===== src/hw/dbgrs_defines.svh =====
// Offsets, bit positions, reset values and counts of the debug run status block.
// Included by the package and the design modules; definitions only.
`ifndef DBGRS_DEFINES_SVH
`define DBGRS_DEFINES_SVH

// ----------------------------------------------------------------------------
// Register byte offsets
// ----------------------------------------------------------------------------
`define DBGRS_OFS_CTRL       8'h00
`define DBGRS_OFS_CFG        8'h04
`define DBGRS_OFS_STAT       8'h08
`define DBGRS_OFS_IRQ_STAT   8'h0c
`define DBGRS_OFS_IRQ_MASK   8'h10

// ----------------------------------------------------------------------------
// Field positions
// ----------------------------------------------------------------------------
`define DBGRS_CTRL_EN_BIT    7
`define DBGRS_CTRL_ARM_BIT   6
`define DBGRS_CFG_BEGIN_BIT  6
`define DBGRS_IRQ_RUN_END    0
`define DBGRS_IRQ_MATCH_A    1
`define DBGRS_IRQ_MATCH_B    2
`define DBGRS_IRQ_WIDTH      3

// ----------------------------------------------------------------------------
// Reset values and counts
// ----------------------------------------------------------------------------
`define DBGRS_RST_EN         1'h0
`define DBGRS_RST_ARM        1'h0
`define DBGRS_RST_BEGIN      1'h0
`define DBGRS_RST_COUNT      4'h0
`define DBGRS_RST_IRQ        3'h0
`define DBGRS_FIFO_DEPTH     4'h8

`endif


===== src/hw/dbgrs_pkg.sv =====
// Types shared by the debug run status block.
// Assumes dbgrs_defines.svh is on the include path.
`include "dbgrs_defines.svh"

package dbgrs_pkg;

  // --------------------------------------------------------------------------
  // Status register layout, bit 7 down to bit 0
  // --------------------------------------------------------------------------
  typedef struct packed {
    logic       match_a_flag;
    logic       match_b_flag;
    logic       run_active_flag;
    logic       unused_zero;
    logic [3:0] fifo_valid_count;
  } dbgrs_status_t;

  // Events routed to the interrupt logic, bit 2 down to bit 0
  typedef struct packed {
    logic match_b;
    logic match_a;
    logic run_end;
  } dbgrs_events_t;

  typedef enum logic [2:0] {
    DBGRS_REG_CTRL,
    DBGRS_REG_CFG,
    DBGRS_REG_STAT,
    DBGRS_REG_IRQ_STAT,
    DBGRS_REG_IRQ_MASK,
    DBGRS_REG_NONE
  } dbgrs_reg_t;

  typedef enum logic [1:0] {
    DBGRS_PH_IDLE,
    DBGRS_PH_ACCESS,
    DBGRS_PH_ANSWER
  } dbgrs_phase_t;

  function automatic dbgrs_reg_t dbgrs_decode(input logic [31:0] addr);
    dbgrs_reg_t r;
    r = DBGRS_REG_NONE;
    if (addr[31:8] == 24'h000000) begin
      case (addr[7:0])
        `DBGRS_OFS_CTRL:     r = DBGRS_REG_CTRL;
        `DBGRS_OFS_CFG:      r = DBGRS_REG_CFG;
        `DBGRS_OFS_STAT:     r = DBGRS_REG_STAT;
        `DBGRS_OFS_IRQ_STAT: r = DBGRS_REG_IRQ_STAT;
        `DBGRS_OFS_IRQ_MASK: r = DBGRS_REG_IRQ_MASK;
        default:             r = DBGRS_REG_NONE;
      endcase
    end
    return r;
  endfunction

endpackage


===== src/hw/dbgrs_top.sv =====
// Debug run status block: run control, match flags and end-of-run FIFO count,
// reached as an AHB-Lite slave.
// Assumes comparator, trigger and FIFO logic on hclk drive the event inputs
// directly, without synchronisers, and that this is the only slave on hready.
//
// Notes on behaviour
// - Status register is read-only; writes ignored.
// - Match A flag cleared at start, set on match.
// - Match B flag cleared at start, set on match.
// - Run flag mirrors control bit while enabled.
// - Writing arm while enabled starts a run.
// - Run ends on full or trigger per mode.
// - Writing arm or enable zero stops run.
// - Count cleared at start, holds words at end.
// - Count never decrements on FIFO reads.
// - Arm write sets flag; completion clears arm.
// - Trace select: one begin trace, zero end.
//
// Added by the designer: register access over AHB-Lite and the register addresses.
`timescale 1ns/100ps
`include "dbgrs_defines.svh"

module dbgrs_top
  import dbgrs_pkg::*;
(
  input  wire logic        hclk,
  input  wire logic        hresetn,
  input  wire logic        hsel,
  input  wire logic [31:0] haddr,
  input  wire logic [1:0]  htrans,
  input  wire logic        hwrite,
  input  wire logic [2:0]  hsize,
  input  wire logic [31:0] hwdata,
  input  wire logic        hready,
  output logic      [31:0] hrdata,
  output logic             hreadyout,
  output logic             hresp,
  input  wire logic        match_a,
  input  wire logic        match_b,
  input  wire logic        trigger_event,
  input  wire logic        fifo_full,
  input  wire logic [3:0]  fifo_words,
  output logic             run_active,
  output logic             debug_module_enable,
  output logic             trace_begin,
  output logic             irq
);

  // --------------------------------------------------------------------------
  // Declarations
  // --------------------------------------------------------------------------
  dbgrs_phase_t                phase_q;
  dbgrs_phase_t                phase_d;
  logic [31:0]                 addr_q;
  logic                        write_q;
  logic                        accept;
  logic                        access_end;
  dbgrs_reg_t                  wr_reg;
  dbgrs_reg_t                  rd_reg;
  logic                        wr_ctrl;
  logic                        wr_cfg;
  logic                        wr_irq_stat;
  logic                        wr_irq_mask;
  logic                        enable_q;
  logic                        arm_q;
  logic                        arm_d;
  logic                        begin_q;
  logic                        new_enable;
  logic                        new_arm;
  logic                        run_start;
  logic                        manual_end;
  logic                        auto_end;
  logic                        run_end;
  logic                        flag_a_q;
  logic                        flag_b_q;
  logic [3:0]                  count_q;
  logic [3:0]                  count_cap;
  dbgrs_status_t               status;
  dbgrs_events_t               events;
  logic [`DBGRS_IRQ_WIDTH-1:0] irq_stat;
  logic [`DBGRS_IRQ_WIDTH-1:0] irq_mask;
  logic [31:0]                 rdata_d;
  logic [31:0]                 hrdata_q;
  logic                        hreadyout_q;
  logic                        hresp_q;
  logic                        run_active_q;
  logic                        enable_out_q;
  logic                        begin_out_q;

  // --------------------------------------------------------------------------
  // Bus phases
  // --------------------------------------------------------------------------
  // One wait state per transfer: the write lands and the read data is
  // captured in the same edge, so a read right after a write sees it.
  assign accept     = hsel && htrans[1] && hready;
  assign access_end = (phase_q == DBGRS_PH_ACCESS);

  always_comb begin
    phase_d = phase_q;
    case (phase_q)
      DBGRS_PH_IDLE: begin
        if (accept) begin
          phase_d = DBGRS_PH_ACCESS;
        end
      end
      DBGRS_PH_ACCESS: begin
        phase_d = DBGRS_PH_ANSWER;
      end
      DBGRS_PH_ANSWER: begin
        if (accept) begin
          phase_d = DBGRS_PH_ACCESS;
        end else begin
          phase_d = DBGRS_PH_IDLE;
        end
      end
      default: begin
        phase_d = DBGRS_PH_IDLE;
      end
    endcase
  end

  always_ff @(posedge hclk or negedge hresetn) begin
    if (!hresetn) begin
      phase_q <= DBGRS_PH_IDLE;
    end else begin
      phase_q <= phase_d;
    end
  end

  always_ff @(posedge hclk or negedge hresetn) begin
    if (!hresetn) begin
      addr_q  <= 32'h00000000;
      write_q <= 1'b0;
    end else if (accept) begin
      addr_q  <= haddr;
      write_q <= hwrite;
    end
  end

  // Ready drops for the access cycle and rises for the answer cycle
  always_ff @(posedge hclk or negedge hresetn) begin
    if (!hresetn) begin
      hreadyout_q <= 1'b1;
    end else begin
      hreadyout_q <= (phase_d != DBGRS_PH_ACCESS);
    end
  end

  always_ff @(posedge hclk or negedge hresetn) begin
    if (!hresetn) begin
      hresp_q <= 1'b0;
    end else begin
      hresp_q <= 1'b0;
    end
  end

  // --------------------------------------------------------------------------
  // Write decode
  // --------------------------------------------------------------------------
  assign wr_reg      = dbgrs_decode(addr_q);
  assign wr_ctrl     = access_end && write_q && (wr_reg == DBGRS_REG_CTRL);
  assign wr_cfg      = access_end && write_q && (wr_reg == DBGRS_REG_CFG);
  assign wr_irq_stat = access_end && write_q && (wr_reg == DBGRS_REG_IRQ_STAT);
  assign wr_irq_mask = access_end && write_q && (wr_reg == DBGRS_REG_IRQ_MASK);
  // The status offset gets no write strobe at all

  // --------------------------------------------------------------------------
  // Run control
  // --------------------------------------------------------------------------
  assign new_enable = hwdata[`DBGRS_CTRL_EN_BIT];
  // Arm only takes while the same write keeps the module enabled
  assign new_arm    = hwdata[`DBGRS_CTRL_ARM_BIT] && new_enable;

  assign run_start  = wr_ctrl && new_arm && !arm_q;
  assign manual_end = wr_ctrl && arm_q && !new_arm;
  // Begin trace ends on a full FIFO, end trace on the trigger
  assign auto_end   = arm_q && (begin_q ? fifo_full : trigger_event);
  assign run_end    = manual_end || auto_end;

  always_comb begin
    arm_d = arm_q;
    if (run_start) begin
      arm_d = 1'b1;
    end else if (run_end) begin
      arm_d = 1'b0;
    end else if (wr_ctrl) begin
      arm_d = new_arm;
    end
  end

  always_ff @(posedge hclk or negedge hresetn) begin
    if (!hresetn) begin
      arm_q <= `DBGRS_RST_ARM;
    end else begin
      arm_q <= arm_d;
    end
  end

  always_ff @(posedge hclk or negedge hresetn) begin
    if (!hresetn) begin
      enable_q <= `DBGRS_RST_EN;
    end else if (wr_ctrl) begin
      enable_q <= new_enable;
    end
  end

  // Mode is frozen while armed so a run cannot change type midway
  always_ff @(posedge hclk or negedge hresetn) begin
    if (!hresetn) begin
      begin_q <= `DBGRS_RST_BEGIN;
    end else if (wr_cfg && !arm_q) begin
      begin_q <= hwdata[`DBGRS_CFG_BEGIN_BIT];
    end
  end

  // --------------------------------------------------------------------------
  // Match flags; a match in the start cycle is lost, as arm_q is still low then
  // --------------------------------------------------------------------------
  always_ff @(posedge hclk or negedge hresetn) begin
    if (!hresetn) begin
      flag_a_q <= 1'b0;
    end else if (arm_q && match_a) begin
      flag_a_q <= 1'b1;
    end else if (run_start) begin
      flag_a_q <= 1'b0;
    end
  end

  always_ff @(posedge hclk or negedge hresetn) begin
    if (!hresetn) begin
      flag_b_q <= 1'b0;
    end else if (arm_q && match_b) begin
      flag_b_q <= 1'b1;
    end else if (run_start) begin
      flag_b_q <= 1'b0;
    end
  end

  // --------------------------------------------------------------------------
  // FIFO valid count
  // --------------------------------------------------------------------------
  // Clamp guards against a FIFO that reports beyond its depth
  assign count_cap = (fifo_words > `DBGRS_FIFO_DEPTH) ? `DBGRS_FIFO_DEPTH : fifo_words;

  // Cleared at run start, loaded at run end; FIFO reads never touch it
  always_ff @(posedge hclk or negedge hresetn) begin
    if (!hresetn) begin
      count_q <= `DBGRS_RST_COUNT;
    end else if (run_start) begin
      count_q <= `DBGRS_RST_COUNT;
    end else if (run_end) begin
      count_q <= count_cap;
    end
  end

  // --------------------------------------------------------------------------
  // Status image
  // --------------------------------------------------------------------------
  always_comb begin
    status                  = '0;
    status.match_a_flag     = flag_a_q;
    status.match_b_flag     = flag_b_q;
    status.run_active_flag  = enable_q && arm_q;
    status.unused_zero      = 1'b0;
    status.fifo_valid_count = count_q;
  end

  // --------------------------------------------------------------------------
  // Interrupts
  // --------------------------------------------------------------------------
  assign events.run_end = run_end;
  assign events.match_a = arm_q && match_a && !flag_a_q;
  assign events.match_b = arm_q && match_b && !flag_b_q;

  dbgrs_irq u_irq (
    .hclk      (hclk),
    .hresetn   (hresetn),
    .events    (events),
    .clr_wr    (wr_irq_stat),
    .clr_data  (hwdata[`DBGRS_IRQ_WIDTH-1:0]),
    .mask_wr   (wr_irq_mask),
    .mask_data (hwdata[`DBGRS_IRQ_WIDTH-1:0]),
    .status_q  (irq_stat),
    .mask_q    (irq_mask),
    .irq_q     (irq)
  );

  // --------------------------------------------------------------------------
  // Read data
  // --------------------------------------------------------------------------
  // Control bits use next-state values so the answer reflects a run end in this cycle
  assign rd_reg = dbgrs_decode(addr_q);

  always_comb begin
    rdata_d = 32'h00000000;
    case (rd_reg)
      DBGRS_REG_CTRL: begin
        rdata_d[`DBGRS_CTRL_EN_BIT]  = wr_ctrl ? new_enable : enable_q;
        rdata_d[`DBGRS_CTRL_ARM_BIT] = arm_d;
      end
      DBGRS_REG_CFG: begin
        rdata_d[`DBGRS_CFG_BEGIN_BIT] = begin_q;
      end
      DBGRS_REG_STAT: begin
        rdata_d[7:0] = status;
      end
      DBGRS_REG_IRQ_STAT: begin
        rdata_d[`DBGRS_IRQ_WIDTH-1:0] = irq_stat;
      end
      DBGRS_REG_IRQ_MASK: begin
        rdata_d[`DBGRS_IRQ_WIDTH-1:0] = irq_mask;
      end
      default: begin
        rdata_d = 32'h00000000;
      end
    endcase
  end

  always_ff @(posedge hclk or negedge hresetn) begin
    if (!hresetn) begin
      hrdata_q <= 32'h00000000;
    end else if (access_end && !write_q) begin
      hrdata_q <= rdata_d;
    end
  end

  // --------------------------------------------------------------------------
  // Outputs to the rest of the debug logic
  // --------------------------------------------------------------------------
  // Registered from next-state values, so run and enable track arm_q and enable_q; trace select lags begin_q one cycle
  always_ff @(posedge hclk or negedge hresetn) begin
    if (!hresetn) begin
      run_active_q <= 1'b0;
      enable_out_q <= 1'b0;
      begin_out_q  <= 1'b0;
    end else begin
      run_active_q <= arm_d;
      enable_out_q <= wr_ctrl ? new_enable : enable_q;
      begin_out_q  <= begin_q;
    end
  end

  assign hrdata              = hrdata_q;
  assign hreadyout           = hreadyout_q;
  assign hresp               = hresp_q;
  assign run_active          = run_active_q;
  assign debug_module_enable = enable_out_q;
  assign trace_begin         = begin_out_q;

endmodule // dbgrs_top


===== src/hw/dbgrs_irq.sv =====
// Sticky interrupt status with write-one-to-clear, mask and one level output.
// Assumes events are one-cycle pulses on hclk and writes come as strobes.
`timescale 1ns/100ps
`include "dbgrs_defines.svh"

module dbgrs_irq
  import dbgrs_pkg::*;
(
  input  wire logic                        hclk,
  input  wire logic                        hresetn,
  input  wire dbgrs_events_t               events,
  input  wire logic                        clr_wr,
  input  wire logic [`DBGRS_IRQ_WIDTH-1:0] clr_data,
  input  wire logic                        mask_wr,
  input  wire logic [`DBGRS_IRQ_WIDTH-1:0] mask_data,
  output logic      [`DBGRS_IRQ_WIDTH-1:0] status_q,
  output logic      [`DBGRS_IRQ_WIDTH-1:0] mask_q,
  output logic                             irq_q
);

  logic [`DBGRS_IRQ_WIDTH-1:0] evt_vec;

  assign evt_vec = events;

  // --------------------------------------------------------------------------
  // Sticky bits; a new event beats a clear in the same cycle
  // --------------------------------------------------------------------------
  for (genvar i = 0; i < `DBGRS_IRQ_WIDTH; i++) begin : g_stat
    always_ff @(posedge hclk or negedge hresetn) begin
      if (!hresetn) begin
        status_q[i] <= 1'b0;
      end else if (evt_vec[i]) begin
        status_q[i] <= 1'b1;
      end else if (clr_wr && clr_data[i]) begin
        status_q[i] <= 1'b0;
      end
    end
  end

  always_ff @(posedge hclk or negedge hresetn) begin
    if (!hresetn) begin
      mask_q <= `DBGRS_RST_IRQ;
    end else if (mask_wr) begin
      mask_q <= mask_data;
    end
  end

  // Registered, so the line follows the status by one cycle
  always_ff @(posedge hclk or negedge hresetn) begin
    if (!hresetn) begin
      irq_q <= 1'b0;
    end else begin
      irq_q <= |(status_q & mask_q);
    end
  end

endmodule // dbgrs_irq


===== config.mk =====
export PLATFORM = sky130hd
export DESIGN_NAME = dbgrs_top
export DESIGN_NICKNAME = d
export VERILOG_FILES = /design/src/hw/dbgrs_pkg.sv /design/src/hw/dbgrs_top.sv /design/src/hw/dbgrs_irq.sv
export VERILOG_INCLUDE_DIRS = /design/src /design/src/hw
export SDC_FILE = /design/constraint.sdc
export NUM_CORES = 1
export LEC_CHECK = 0
export BUFFER_PORTS_ARGS = -buffer_cell sky130_fd_sc_hd__buf_2
export CORE_MARGIN = 2
export CORE_UTILIZATION = 38
export DETAILED_ROUTE_END_ITERATION = 10
export PLACE_DENSITY = 0.67
export SLEW_MARGIN = 20
export SYNTH_ARGS = -nofsm -noshare
export SYNTH_HDL_FRONTEND = slang
export SYNTH_SLANG_ARGS = --single-unit

===== constraint.sdc =====
create_clock -name hclk -period 1.72 [get_ports hclk]
set_input_delay 0.086 -clock hclk [delete_from_list [all_inputs] [get_ports hclk]]
set_output_delay 0.086 -clock hclk [all_outputs]
set_load 0.005 [all_outputs]

== Yosys cells after proc, flatten, opt, wreduce, memory -nomap -nowiden ==
Index checks and enable logic that the tools add are counted.
Storage, ports and cells
  flip-flop bits (word level): 61
  latch bits: 0
  bits in writable memories: 0
  ROM bits: 0
  input bits: 82
  output and inout bits: 38
  memories kept: 0
Cells by class
  $add $sub $neg: 0
  $mul: 0
  divide/modulo/power cells: 0
  order comparisons: 1
  equal/unequal tests: 11
  shifts and indexed selects: 0
  mux-type cells: 26
  bitwise gates (word level): 1
  reductions and logical operators: 40
Operators by type and width (number)
  $logic_not A24 Y1: 1
  $logic_and A1 B1 Y1: 23
  $eq A8 B4 Y1 const B: 2
  $mux W1: 15
  $pmux W3 S5: 1
  $mux W4: 3
  $reduce_bool A2 Y1: 6
  $pmux W3 S3: 1
  $eq A8 B3 Y1 const B: 1
  $eq A8 B5 Y1 const B: 1
  $logic_not A8 Y1: 1
  $eq A3 B2 Y1 const B: 2
  $mux W3: 2
  $pmux W2 S3: 1
  $logic_not A1 Y1: 5
  $gt A4 B4 Y1 const B: 1
  $and A3 B3 Y3: 1
  $eq A3 B1 Y1 const B: 1
  $eq A3 B3 Y1 const B: 1
  $logic_not A3 Y1: 1
  $pmux W1 S3: 1
  $reduce_or A3 Y1: 1
  $eq A2 B1 Y1 const B: 1
  $eq A2 B2 Y1 const B: 1
  5 further kinds: 5

== Longest topological paths before layout ==
Gate-level depths: netlist (run 1).
  word-level depth: 11
  depth in mapped cells: 6
  mapped depth without buffers: 5

== By module ==
A second synthesis (run 1) with hierarchy kept.
Second synthesis, totals
  cells, all modules: 224
  area, all modules: 2782.7 sq um
Modules (own cells, without submodules)
  dbgrs_top: times used 1, cells each 206, area each 2524.9 sq um, sequential area each 1327.5 sq um
  dbgrs_irq: times used 1, cells each 18, area each 257.7 sq um, sequential area each 175.2 sq um

== Least setup slack after synthesis (run 1) ==
OpenSTA, ideal clock, no wires.
  kind: flip-flop to flip-flop
  start point: reg addr_q[14]
  end point: reg begin_q
  setup time: 0.128 ns
  arrival time: 1.660 ns
  data required time: 1.592 ns
  setup slack: -0.068 ns
  cell stages (with the launch flop): 6
  clock period less this slack: 1.788 ns
  cell sequence: dfrtp_1 > nor4_2 > nand4_2 > nand2b_1 > nor4_1 > mux2_1
On the way
  cells in the longest elaborated chain, start to end: 5
RTL lines
  start: declaration: RTL line dbgrs_top.sv:54  | logic [31:0] addr_q;
  start signal: assignment: RTL line dbgrs_top.sv:135  | addr_q <= haddr;
  $logic_not A24 Y1: RTL line dbgrs_pkg.sv:43  | if (addr[31:8] == 24'h000000) begin
  $mux W3: RTL line dbgrs_pkg.sv:43
  $eq A3 B1 Y1: RTL line dbgrs_top.sv:162  | assign wr_cfg = access_end && write_q && (wr_reg == DBGRS_REG_CFG);
  $logic_and A1 B1 Y1: RTL line dbgrs_top.sv:162
  $logic_and A1 B1 Y1: RTL line dbgrs_top.sv:211  | end else if (wr_cfg && !arm_q) begin
  end signal: assignment: RTL line dbgrs_top.sv:210  | begin_q <= `DBGRS_RST_BEGIN;
  end signal: assignment: RTL line dbgrs_top.sv:212  | begin_q <= hwdata[`DBGRS_CFG_BEGIN_BIT];
  end: declaration: RTL line dbgrs_top.sv:67  | logic begin_q;
No other way between the ends.
A chain may end at the register's enable or synchronous reset.

== Worst setup path after layout (run 1) ==
  start point: reg addr_q[9]
  end point: reg u_irq.status_q[0]
On the way
  cells in the longest elaborated chain, start to end: 8
  elaborated cells on any way between the ends: 12
  those cells by class: eq/ne: 1; mux: 2; reduce/logical: 9
RTL lines
  $logic_not A24 Y1 *: RTL line dbgrs_pkg.sv:43
  $mux W3 *: RTL line dbgrs_pkg.sv:43
  $logic_not A3 Y1: RTL line dbgrs_top.sv:161  | assign wr_ctrl = access_end && write_q && (wr_reg == DBGRS_REG_CTRL);
  $logic_and A1 B1 Y1: RTL line dbgrs_top.sv:161
  $logic_and A1 B1 Y1 (2 in a row): RTL line dbgrs_top.sv:175  | assign manual_end = wr_ctrl && arm_q && !new_arm;
  $logic_or A1 B1 Y1: RTL line dbgrs_top.sv:178  | assign run_end = manual_end || auto_end;
  $mux W1 / $reduce_bool A2 Y1 (equally long branches)
  end signal: indexed assignment: RTL line dbgrs_irq.sv:31  | status_q[i] <= 1'b0;
  end signal: indexed assignment: RTL line dbgrs_irq.sv:33  | status_q[i] <= 1'b1;
  end signal: indexed assignment: RTL line dbgrs_irq.sv:35  | status_q[i] <= 1'b0;
  end: declaration: RTL line dbgrs_irq.sv:16  | output logic [`DBGRS_IRQ_WIDTH-1:0] status_q,
Mark *: on every way between the ends. The rest lies on a longest branch, timed or not.

==> impl_metrics.csv, run 1 <==
group,metric,value,unit
outcome,outcome,"finished, violations left",
outcome,violations,"negative setup slack",
power_and_ir_drop,p_sw_share,25.5,%
cells_and_area,final_layout_size_suffix_gt1_share,46.1,%
yosys,yosysTopAreaCell,"sky130_fd_sc_hd__dfrtp_1",
routing,avg_vias_per_cell,4.75,
cells_and_area,utilization,56.7,%
cells_and_area,layout-area-overhead-vs-synth,44.4,%
placement,dpl.hpwl,4.41,mm
yosys,synth_cells,228,
sta,grt_setup_unrepaired,"yes",
yosys,synth-async-reset-ratio,100,%
clock_network,cts_inserted_buffers,9,
die,die_area,8200,µm²
cells_and_area,final_nets,435,
critical_path,critical_path.startpoint_type,"flop",
routing,route.detailed.drc,0,
grt,groute.usage.overall,16.0,%
placement,placement.io_buffers,62,
min_path,holdCritPathClass,"input pin to flop",
sta,finalClockSkew,0.00733,ns
power_and_ir_drop,cellLeakagePower,0.00192,µW
critical_path,crit_path_max_fo,5,
sta,final_critical_path_setup_slack,-0.175,ns
yosys,mappedNetlistArea,2850,µm²
placement,place_congestion,0.780,
sta,layout_worst_path_cycle_share,110,%
die,core,7250,µm²
yosys,postSynthAreaPerCell,12.5,µm²
power_and_ir_drop,design_power_total,3860,µW
routing,via_count,2171,
sta,number_of_hold_violations_in_the_final_report,0,
placement,numPlacedInstances,402,
yosys,post_synth_num_cell_types,42,
yosys,synth.area.top_cells,"sky130_fd_sc_hd__dfrtp_1, sky130_fd_sc_hd__mux2_2, sky130_fd_sc_hd__buf_4",
routing,antenna_left,0,
job,maxCapViolCount,0,
cells_and_area,filler_cell_count,633,
sta,final.setup.tns,-2.26,ns
sta,hold_slack,0.00734,ns
critical_path,critical_path_required,1.96,ns
die,die-width,90.6,µm
sta,slew_violations,0,
yosys,number_of_synthesized_flops_with_an_enable_pin,0,
die,die_h,90.6,µm
clock_network,cts.path.max_buffers,2,
yosys,seq_area_frac_synth,52.8,%
die,row_count,31,
sta,period_minus_slack,1.90,ns
grt,number_of_global_route_vias_before_repair,2229,
power_and_ir_drop,pwr-share-clk,37.5,%
clock_network,tritoncts,"done",
routing,drt_pass1_iterations,4,
power_and_ir_drop,p_comb_share,16.5,%
power_and_ir_drop,vdd.ir_drop.worst,0.484,mV
routing,routed_wire_length_per_instance,14.0,µm
yosys,yosys_warnings,0,
routing,detailedRoute.firstIterationViolations,90,
grt,wire_length_of_the_first_global_routing_pass,10.4,mm
yosys,synth_top_cell_area_share,51.8,%
clock_network,num_clock_sinks,60,
critical_path,end_kind,"flop",
grt,grt_start_max_net_pins,61,
critical_path,worst-endpoint-arrival,2.13,ns
power_and_ir_drop,cell_internal_pwr,2870,µW
sta,finalSetupViolations,20,
power_and_ir_drop,power.net_switching,986,µW
clock_network,worst_setup_hold_path_clk_slew,0.07,ns
routing,routed_wl,6.42,mm
die,initial_utilization,39.3,%
grt,grt_overflow_total,0,
clock_network,clock_tree.root_cell,"sky130_fd_sc_hd__clkbuf_8",
yosys,synth_ff_type,"sky130_fd_sc_hd__dfrtp_1",
yosys,yosys_register_bits,60,
clock_network,clock_tree.htree_level_count,3,
power_and_ir_drop,cellPowerDensity,939,nW/µm²
cells_and_area,antenna_cells_inserted,0,
critical_path,criticalPathCategory,"flop to flop",
die,io-pin-count,120,
sta,max_freq,0.528,GHz
grt,antenna_violations_before_repair,0,
clock_network,clk_latency,0.34,ns
power_and_ir_drop,p_seq_share,46.0,%
cells_and_area,final_cells,457,
[layout by cell type, fill, tap and decap left out, types with 3 or more instances in the layout]
master	count
sky130_fd_sc_hd__mux2_2	36
sky130_fd_sc_hd__o211ai_1	4
sky130_fd_sc_hd__dfrtp_1	59
sky130_fd_sc_hd__nand3_1	5
sky130_fd_sc_hd__o221a_2	4
sky130_fd_sc_hd__a21o_1	4
sky130_fd_sc_hd__clkbuf_8	11
sky130_fd_sc_hd__a21oi_1	3
sky130_fd_sc_hd__mux2i_1	4
sky130_fd_sc_hd__nor2_1	6
sky130_fd_sc_hd__buf_2	62
sky130_fd_sc_hd__conb_1	26
sky130_fd_sc_hd__dlygate4sd3_1	38
sky130_fd_sc_hd__nand2_1	12
sky130_fd_sc_hd__buf_4	18
sky130_fd_sc_hd__nor4_4	8
sky130_fd_sc_hd__nor2b_1	8
[synthesized netlist by cell type (all sizes together) (2+ instances only)]
library cell / instances
nand3: 5
nand4: 3
nand3b: 2
a211oi: 2
nor4: 10
o31ai: 2
o221a: 4
a21oi: 3
nor3: 4
o2bb2ai: 2
inv: 2
mux2i: 4
mux2: 39
nand2: 12
a21o: 4
clkbuf: 6
a22o: 2
nor2b: 8
nand2b: 4
o211ai: 4
dfrtp: 59
nor2: 7
buf: 26
[cells by family after synthesis]
kind of cell           synth area share [%]
flip-flops                             52.8
AO/OA/AOI/OAI                          8.66
other                                 0.132
multiplexers                           16.8
buffers and inverters                  7.91
AND/OR/NAND/NOR                        13.7
[power by group through the flow]
stage               logic (µW)  clock network [µW]  registers [µW]
floorplan                  363                   0            1730
global placement           515                   0            1750
detailed placement         530                   0            1760
CTS                        611                1480            1750
global route               699                1550            1790
finish                     637                1450            1780
[critical path, cell delays in order, from the launching register on]
cell and delay [ns]:
sky130_fd_sc_hd__dfrtp_1 0.42, sky130_fd_sc_hd__nor4_4 0.36, sky130_fd_sc_hd__nand4_4 0.18, sky130_fd_sc_hd__buf_4 0.19, sky130_fd_sc_hd__nor4_4 0.26, sky130_fd_sc_hd__buf_4 0.16
sky130_fd_sc_hd__nand2_1 0.05, sky130_fd_sc_hd__a22o_1 0.17
[what timing repair did]
item | in CTS | in global routing
endpoints found under the hold margin | 96 | 0
hold buffers | 38 | 0
setup endpoints to repair | 20 | 22
gates resized for setup | 11 | 13
buffers inserted | 2 | 1
pin swaps | 10 | 10
[metrics by stage]
stage	worst slack, ns	area [µm²]
detailed placement	-0.251	3340
finish	-0.175	4110
global placement	-0.223	3340
floorplan	-0.0547	2950
global route	-0.281	4110
CTS	-0.192	4040
[layout make-up]
class                           instances  area (µm²)  share of cell area (%)
Sequential cell                        60        1500                    36.5
Multi-Input combinational cell        159        1370                    33.4
Timing Repair Buffer                  121         877                    21.3
Clock buffer                           13         159                    3.86
Tap cell                               99         124                    3.01
Clock inverter                          3        68.8                    1.67
Inverter                                2        7.51                   0.183
[metal layers]
layer	vias up	track usage, %	part of all wire (%)
met5	-	0	0
met4	0	5.90	1.3
met3	7	5.18	6.4
met2	81	26.4	50
met1	1052	19.6	42
li1	1031	-	-
[flip-flops by register name, summed over array words and instances (netlist names)]
| register | flops |
|---|---|
| flag_a_q | 1 |
| count_q | 4 |
| flag_b_q | 1 |
| run_active | 1 |
| phase_q | 2 |
| trace_begin | 1 |
| begin_q | 1 |
| u_irq.status_q | 3 |
| u_irq.irq_q | 1 |
| addr_q | 32 |
| u_irq.mask_q | 3 |
| hrdata | 7 |
| write_q | 1 |
| hreadyout | 1 |
| debug_module_enable | 1 |
[path summary, 6_finish.rpt]
check,startpoint,endpoint,slack [ns],depth (start not counted)
setup / recovery,addr_q[9],u_irq.status_q[0],-0.18,7
hold / removal,haddr[4],addr_q[4],0.007,2
setup reg to reg,addr_q[9],u_irq.status_q[0],-0.18,7
hold reg to reg,phase_q[1],phase_q[1],0.46,1
max in group asynchronous,hresetn,hreadyout,1.14,3
min in group asynchronous,hresetn,hrdata[2],0.28,3
Power figures use the tool's default switching activity.
==> run 2: changes to the inputs <==
--- a/config.mk
+++ b/config.mk
@@ -10,7 +10,8 @@
 export CORE_MARGIN = 2
 export CORE_UTILIZATION = 38
 export DETAILED_ROUTE_END_ITERATION = 10
-export PLACE_DENSITY = 0.67
+export PLACE_DENSITY = 0.65
+export SETUP_SLACK_MARGIN = 0.02
 export SLEW_MARGIN = 20
 export SYNTH_ARGS = -nofsm -noshare
 export SYNTH_HDL_FRONTEND = slang
==> constraint.sdc (replaced) <==
create_clock -name hclk -period 1.9 [get_ports hclk]
set_input_delay 0.095 -clock hclk [delete_from_list [all_inputs] [get_ports hclk]]
set_output_delay 0.095 -clock hclk [all_outputs]
set_load 0.005 [all_outputs]
==> run 2 against run 1 <==
Against the previous run:
- the flow still finishes with violations (negative setup slack)
- clock-buffer cell count shrank 2
- cell count fell by 1.3%
- global-route usage rose by 0.53 points
- largest cell class unchanged
==> impl_metrics.csv, run 2 (same netlist as run 1, synthesis figures left out) <==
group,metric,value,unit
min_path,holdCritPathClass,"input pin to flop",
routing,routed_wire_length_per_instance,14.4,µm
clock_network,cts_inserted_buffers,9,
job,maxCapViolCount,0,
critical_path,r2r-end,"count_q[3]",
power_and_ir_drop,cellLeakagePower,0.00188,µW
cells_and_area,layout-area-overhead-vs-synth,40.3,%
clock_network,cts.path.max_buffers,2,
min_path,holdCritStartpoint,"hwdata[0]",
min_path,worst_hold_path_ep,"u_irq.mask_q[0]",
cells_and_area,largest_register,"addr_q",
grt,wire_length_of_the_first_global_routing_pass,10.5,mm
cells_and_area,antenna_cells_inserted,0,
outcome,outcome,"finished, violations left",
critical_path,setup_slack_reg_to_reg,-0.08,ns
clock_network,clock_tree.root_cell,"sky130_fd_sc_hd__clkbuf_8",
grt,groute.usage.overall,16.5,%
sta,worst_pin_slew,0.575,ns
critical_path,critical_path.cell_chain,"nor4_4, nand4_4, buf_6, nand3b_1, a21o_1, o221a_2",
critical_path,criticalPathCategory,"flop to flop",
power_and_ir_drop,cell_internal_pwr,2430,µW
sta,final_critical_path_setup_slack,-0.0789,ns
sta,slew_violations,0,
sta,layout_worst_path_cycle_share,104,%
grt,grt_start_max_net_pins,50,
critical_path,worst-path-buf-inv,1,
routing,avg_vias_per_cell,4.85,
power_and_ir_drop,design_power_total,3320,µW
sta,grt_setup_unrepaired,"yes",
die,core,7250,µm²
cells_and_area,final_cell_mix,"sky130_fd_sc_hd__buf_2, sky130_fd_sc_hd__dfrtp_1, sky130_fd_sc_hd__dlygate4sd3_1, sky130_fd_sc_hd__mux2_2, sky130_fd_sc_hd__conb_1",
die,row_count,31,
placement,dpl.hpwl,4.26,mm
sta,period_minus_slack,1.98,ns
placement,place_congestion,0.765,
power_and_ir_drop,vdd.ir_drop.worst,0.558,mV
power_and_ir_drop,p_sw_share,26.7,%
grt,antenna_violations_before_repair,0,
die,die-width,90.6,µm
cells_and_area,flip_flop_count_of_the_largest_register_all_copies_and_words_added,32,
clock_network,tritoncts,"done",
critical_path,reg2regPathDepth,6,
cells_and_area,final_nets,429,
cells_and_area,filler_cell_count,653,
critical_path,critical_path_required,2.12,ns
clock_network,worst_setup_hold_path_clk_slew,0.07,ns
power_and_ir_drop,pwr-share-clk,36.3,%
critical_path,end_kind,"flop",
die,initial_utilization,39.3,%
critical_path,crit_path_max_fo,7,
routing,route.detailed.drc,0,
critical_path,worstReg2RegStart,"addr_q[29]",
routing,drt_pass1_iterations,4,
power_and_ir_drop,p_seq_share,47.9,%
sta,final.setup.tns,-0.485,ns
placement,placement.io_buffers,62,
outcome,violations,"negative setup slack",
routing,routed_wl,6.50,mm
placement,post_place_instance_area,3270,µm²
critical_path,slowest_delay,0.41,ns
cells_and_area,most_common_library_cell_in_the_layout_ignoring_fill_and_taps,"sky130_fd_sc_hd__buf_2",
critical_path,critical-path-slowest-cell,"sky130_fd_sc_hd__dfrtp_1",
cells_and_area,final_cell_area,4000,µm²
power_and_ir_drop,cellPowerDensity,830,nW/µm²
clock_network,clk_latency,0.34,ns
power_and_ir_drop,power.net_switching,887,µW
critical_path,critical_path.top_delay_family,"simple AND/OR/NAND/NOR gates",
cells_and_area,final_layout_size_suffix_gt1_share,45.7,%
sta,number_of_hold_violations_in_the_final_report,0,
clock_network,num_clock_sinks,60,
grt,grt_overflow_total,0,
clock_network,clock_tree.htree_level_count,3,
sta,max_slew_margin,61.7,%
routing,antenna_left,0,
min_path,timing.hold.worst_path_depth,2,
sta,max_freq,0.505,GHz
sta,finalClockSkew,0.00879,ns
critical_path,critical_path.startpoint_type,"flop",
routing,detailedRoute.firstIterationViolations,85,
sta,finalSetupViolations,10,
die,die_h,90.6,µm
power_and_ir_drop,p_comb_share,15.8,%
routing,via_count,2189,
critical_path,worst-endpoint-arrival,2.20,ns
grt,number_of_global_route_vias_before_repair,2158,
die,die_area,8200,µm²
die,io-pin-count,120,
[run 2: cell types whose count changed in the layout (fill, tap and decap cells not counted), moves of 2 or more]
cell                            before  now
sky130_fd_sc_hd__nor4_2              2    4
sky130_fd_sc_hd__nor3_4              0    2
sky130_fd_sc_hd__mux2_2             36   34
sky130_fd_sc_hd__nor4_4              8    5
sky130_fd_sc_hd__buf_4              18   15
sky130_fd_sc_hd__dlygate4sd3_1      38   36
sky130_fd_sc_hd__mux2_4              2    5
sky130_fd_sc_hd__clkbuf_1            2    0
sky130_fd_sc_hd__clkinvlp_4          0    2
[run 2: power by group through the flow]
stage	clock (µW)	combinational [µW]	sequential, µW
6_report	1200	524	1590
5_1_grt	1280	579	1610
4_1_cts	1230	516	1590
3_5_place_dp	0	444	1600
3_3_place_gp	0	432	1590
2_1_floorplan	0	329	1560
[run 2: how the worst max path moves through the flow]
stage	from	to	slack [ns]	cells after the start
after floorplan	addr_q[14]	begin_q	0.11	5
after global placement	addr_q[29]	count_q[3]	-0.14	5
after detailed placement	addr_q[29]	count_q[3]	-0.16	5
after CTS	addr_q[22]	u_irq.mask_q[1]	-0.06	6
after global routing	addr_q[9]	count_q[3]	-0.17	6
final	addr_q[29]	count_q[3]	-0.08	6
[run 2: timing repair]
action,CTS,global route
buffers inserted,0,4
pin swaps,12,7
hold buffers,36,0
hold endpoints to repair,94,0
resized for setup,13,9
setup endpoints to repair,18,21
cloned,0,0
[run 2: worst reg2reg max path, stage by stage (launching register included)]
cell                       delay (ns)
sky130_fd_sc_hd__dfrtp_1         0.41
sky130_fd_sc_hd__nor4_4          0.38
sky130_fd_sc_hd__nand4_4         0.22
sky130_fd_sc_hd__buf_6           0.19
sky130_fd_sc_hd__nand3b_1        0.30
sky130_fd_sc_hd__a21o_1          0.24
sky130_fd_sc_hd__o221a_2         0.12
[run 2: stage by stage]
stage,hold WS [ns],util (%),setup slack (ns),instances
2_1_floorplan,-0.201,-,0.112,253
3_3_place_gp,-0.00361,45.1,-0.141,395
3_5_place_dp,-0.00509,45.1,-0.161,395
4_1_cts,0.00557,54.0,-0.0631,447
5_1_grt,0.00635,55.1,-0.174,451
6_report,0.0204,55.1,-0.0789,451
[run 2: cell type report]
cell class                 count  area, µm²  area share [%]
clock inverter                 5       58.8            1.47
inverter                       2       7.51           0.188
clock buffer                  11        151            3.79
timing repair buffer         115        815            20.4
multi-input combinational    159       1340            33.5
sequential                    60       1500            37.6
tap                           99        124            3.10
[run 2: metal layers]
metal | part of all wire [%] | global-route usage, % | vias up
met5 | 0 | 0 | -
met1 | 43 | 20.5 | 1085
met3 | 5.2 | 5.51 | 8
li1 | - | - | 1024
met2 | 51 | 27.3 | 72
met4 | 1.2 | 5.13 | 0
==> run 3: changes to the inputs <==
--- a/config.mk
+++ b/config.mk
@@ -11,6 +11,7 @@
 export CORE_UTILIZATION = 38
 export DETAILED_ROUTE_END_ITERATION = 10
 export PLACE_DENSITY = 0.65
+export RECOVER_POWER = 50
 export SETUP_SLACK_MARGIN = 0.02
 export SLEW_MARGIN = 20
 export SYNTH_ARGS = -nofsm -noshare
==> run 3 against run 2 <==
Against the previous run:
- the flow still finishes with violations (negative setup slack)
- combinational power down 1%
- register-to-register slack about the same
- clock-buffer cell count unchanged
- first-iteration DRC count down 13%
- power down 0.22%
- via count down 0.27%
- critical path depth unchanged
- clock power about the same
- core utilization down 0.22 points
- die area unchanged
- worst setup slack better by 0.0061 ns
==> impl_metrics.csv, run 3 (same netlist as run 1, synthesis figures left out) <==
group,metric,value,unit
sta,period_minus_slack,1.97,ns
grt,grt_start_max_net_pins,50,
cells_and_area,multi_input_comb_area,1340,µm²
cells_and_area,most_common_library_cell_in_the_layout_ignoring_fill_and_taps,"sky130_fd_sc_hd__buf_2",
power_and_ir_drop,p_sw_share,26.7,%
cells_and_area,filler_cell_count,655,
routing,route.detailed.drc,0,
critical_path,criticalPathCategory,"flop to flop",
die,row_count,31,
critical_path,critical_path.startpoint_type,"flop",
routing,via_count,2183,
sta,grt_setup_unrepaired,"yes",
routing,routed_wire_length_per_instance,14.3,µm
min_path,holdCritPathClass,"input pin to flop",
die,die_h,90.6,µm
sta,layout_worst_path_cycle_share,104,%
outcome,violations,"negative setup slack",
power_and_ir_drop,power.net_switching,883,µW
die,io-pin-count,120,
die,initial_utilization,39.3,%
routing,drt_pass1_iterations,4,
grt,grt_overflow_total,0,
critical_path,crit_path_max_fo,7,
clock_network,clk_latency,0.34,ns
critical_path,r2r-end,"count_q[3]",
die,die-width,90.6,µm
outcome,outcome,"finished, violations left",
sta,number_of_hold_violations_in_the_final_report,0,
critical_path,end_kind,"flop",
power_and_ir_drop,cellLeakagePower,0.00187,µW
clock_network,clock_tree.root_cell,"sky130_fd_sc_hd__clkbuf_8",
die,die_area,8200,µm²
min_path,holdCritStartpoint,"hwdata[1]",
critical_path,critical_path_required,2.12,ns
cells_and_area,flip_flop_count_of_the_largest_register_all_copies_and_words_added,32,
routing,detailedRoute.firstIterationViolations,74,
job,maxCapViolCount,0,
cells_and_area,final_cell_mix,"sky130_fd_sc_hd__buf_2, sky130_fd_sc_hd__dfrtp_1, sky130_fd_sc_hd__dlygate4sd3_1, sky130_fd_sc_hd__mux2_2, sky130_fd_sc_hd__conb_1",
cells_and_area,seqCellArea,1500,µm²
grt,antenna_violations_before_repair,0,
power_and_ir_drop,vdd.ir_drop.worst,0.558,mV
sta,max_freq,0.507,GHz
power_and_ir_drop,cellPowerDensity,832,nW/µm²
routing,antenna_left,0,
power_and_ir_drop,p_comb_share,15.7,%
critical_path,setup_slack_reg_to_reg,-0.07,ns
sta,max_slew_margin,46.4,%
sta,final_critical_path_setup_slack,-0.0728,ns
clock_network,cts.path.max_buffers,2,
clock_network,num_clock_sinks,60,
placement,dpl.hpwl,4.26,mm
routing,routed_wl,6.47,mm
placement,place_congestion,0.765,
min_path,timing.hold.worst_path_depth,2,
clock_network,worst_setup_hold_path_clk_slew,0.07,ns
placement,placement.io_buffers,62,
power_and_ir_drop,design_power_total,3310,µW
sta,slew_violations,0,
cells_and_area,largest_register,"addr_q",
cells_and_area,layout-area-overhead-vs-synth,39.8,%
grt,number_of_global_route_vias_before_repair,2158,
routing,avg_vias_per_cell,4.84,
sta,finalSetupViolations,10,
cells_and_area,antenna_cells_inserted,0,
power_and_ir_drop,p_seq_share,48.0,%
cells_and_area,final_nets,429,
power_and_ir_drop,cell_internal_pwr,2430,µW
power_and_ir_drop,pwr-share-clk,36.3,%
grt,groute.usage.overall,16.5,%
placement,placement.setup.worst_slack,-0.161,ns
clock_network,clock_tree.htree_level_count,3,
clock_network,cts_inserted_buffers,9,
sta,finalClockSkew,0.00849,ns
cells_and_area,final_layout_size_suffix_gt1_share,45.5,%
die,core,7250,µm²
critical_path,worstReg2RegStart,"addr_q[29]",
min_path,worst_hold_path_ep,"u_irq.mask_q[1]",
critical_path,reg2regPathDepth,6,
sta,worst_pin_slew,0.804,ns
cells_and_area,utilization,54.9,%
sta,final.setup.tns,-0.447,ns
clock_network,tritoncts,"done",
grt,wire_length_of_the_first_global_routing_pass,10.5,mm
critical_path,worst-endpoint-arrival,2.20,ns
==> run 3: cell count changes in the layout (fill, tap and decap cells not counted) <==
| cell | change |
|---|---|
| sky130_fd_sc_hd__buf_12 | -1 |
| sky130_fd_sc_hd__buf_2 | -1 |
| sky130_fd_sc_hd__buf_4 | -1 |
| sky130_fd_sc_hd__clkbuf_1 | +1 |
| sky130_fd_sc_hd__clkbuf_2 | +1 |
| sky130_fd_sc_hd__clkbuf_4 | +1 |
==> run 3: final cells by class <==
cell class / instances / share of cell area [%]
sequential: 60 / 37.8
timing repair buffer: 115 / 20.1
inverter: 2 / 0.189
tap: 99 / 3.11
multi-input combinational: 159 / 33.6
clock inverter: 5 / 1.48
clock buffer: 11 / 3.80
==> run 3: metrics by stage <==
step                      cell area (µm²)  std cells  hold WS [ns]
final                                3980        451        0.0217
after global routing                 3980        451       0.00635
after CTS                            3920        447       0.00557
after detailed placement             3270        395      -0.00509
after global placement               3270        395      -0.00361
after floorplan                      2940        253        -0.201
==> run 3: worst max path at each step <==
stage               cells past startpoint         endpoint        from
finish                                  6       count_q[3]  addr_q[29]
global route                            6       count_q[3]   addr_q[9]
CTS                                     6  u_irq.mask_q[1]  addr_q[22]
detailed placement                      5       count_q[3]  addr_q[29]
global placement                        5       count_q[3]  addr_q[29]
floorplan                               5          begin_q  addr_q[14]
==> run 3: power groups by stage <==
stage	Combinational [µW]	Sequential, µW	Clock [µW]
CTS	516	1590	1230
detailed placement	444	1600	0
floorplan	329	1560	0
finish	519	1590	1200
global route	574	1610	1280
global placement	432	1590	0
==> run 3: layer usage <==
| layer | vias to the layer above | track usage (%) | part of all wire [%] |
|---|---|---|---|
| met5 | - | 0 | 0 |
| met4 | 0 | 5.13 | 1.2 |
| met3 | 8 | 5.51 | 5.4 |
| met2 | 75 | 27.3 | 51 |
| met1 | 1077 | 20.5 | 42 |
| li1 | 1023 | - | - |
==> run 3: repair_timing <==
item / CTS / global route
pin swaps: 12 / 7
endpoints found under the setup margin: 18 / 21
resized for setup: 13 / 9
buffers inserted: 0 / 4
hold endpoints to repair: 94 / 0
gates cloned: 0 / 0
hold buffers: 36 / 0
==> run 3: critical path: stages, from the launching register on <==
cell	delay (ns)
sky130_fd_sc_hd__dfrtp_1	0.41
sky130_fd_sc_hd__nor4_4	0.38
sky130_fd_sc_hd__nand4_4	0.22
sky130_fd_sc_hd__buf_6	0.19
sky130_fd_sc_hd__nand3b_1	0.30
sky130_fd_sc_hd__a21o_1	0.24
sky130_fd_sc_hd__o221a_2	0.12
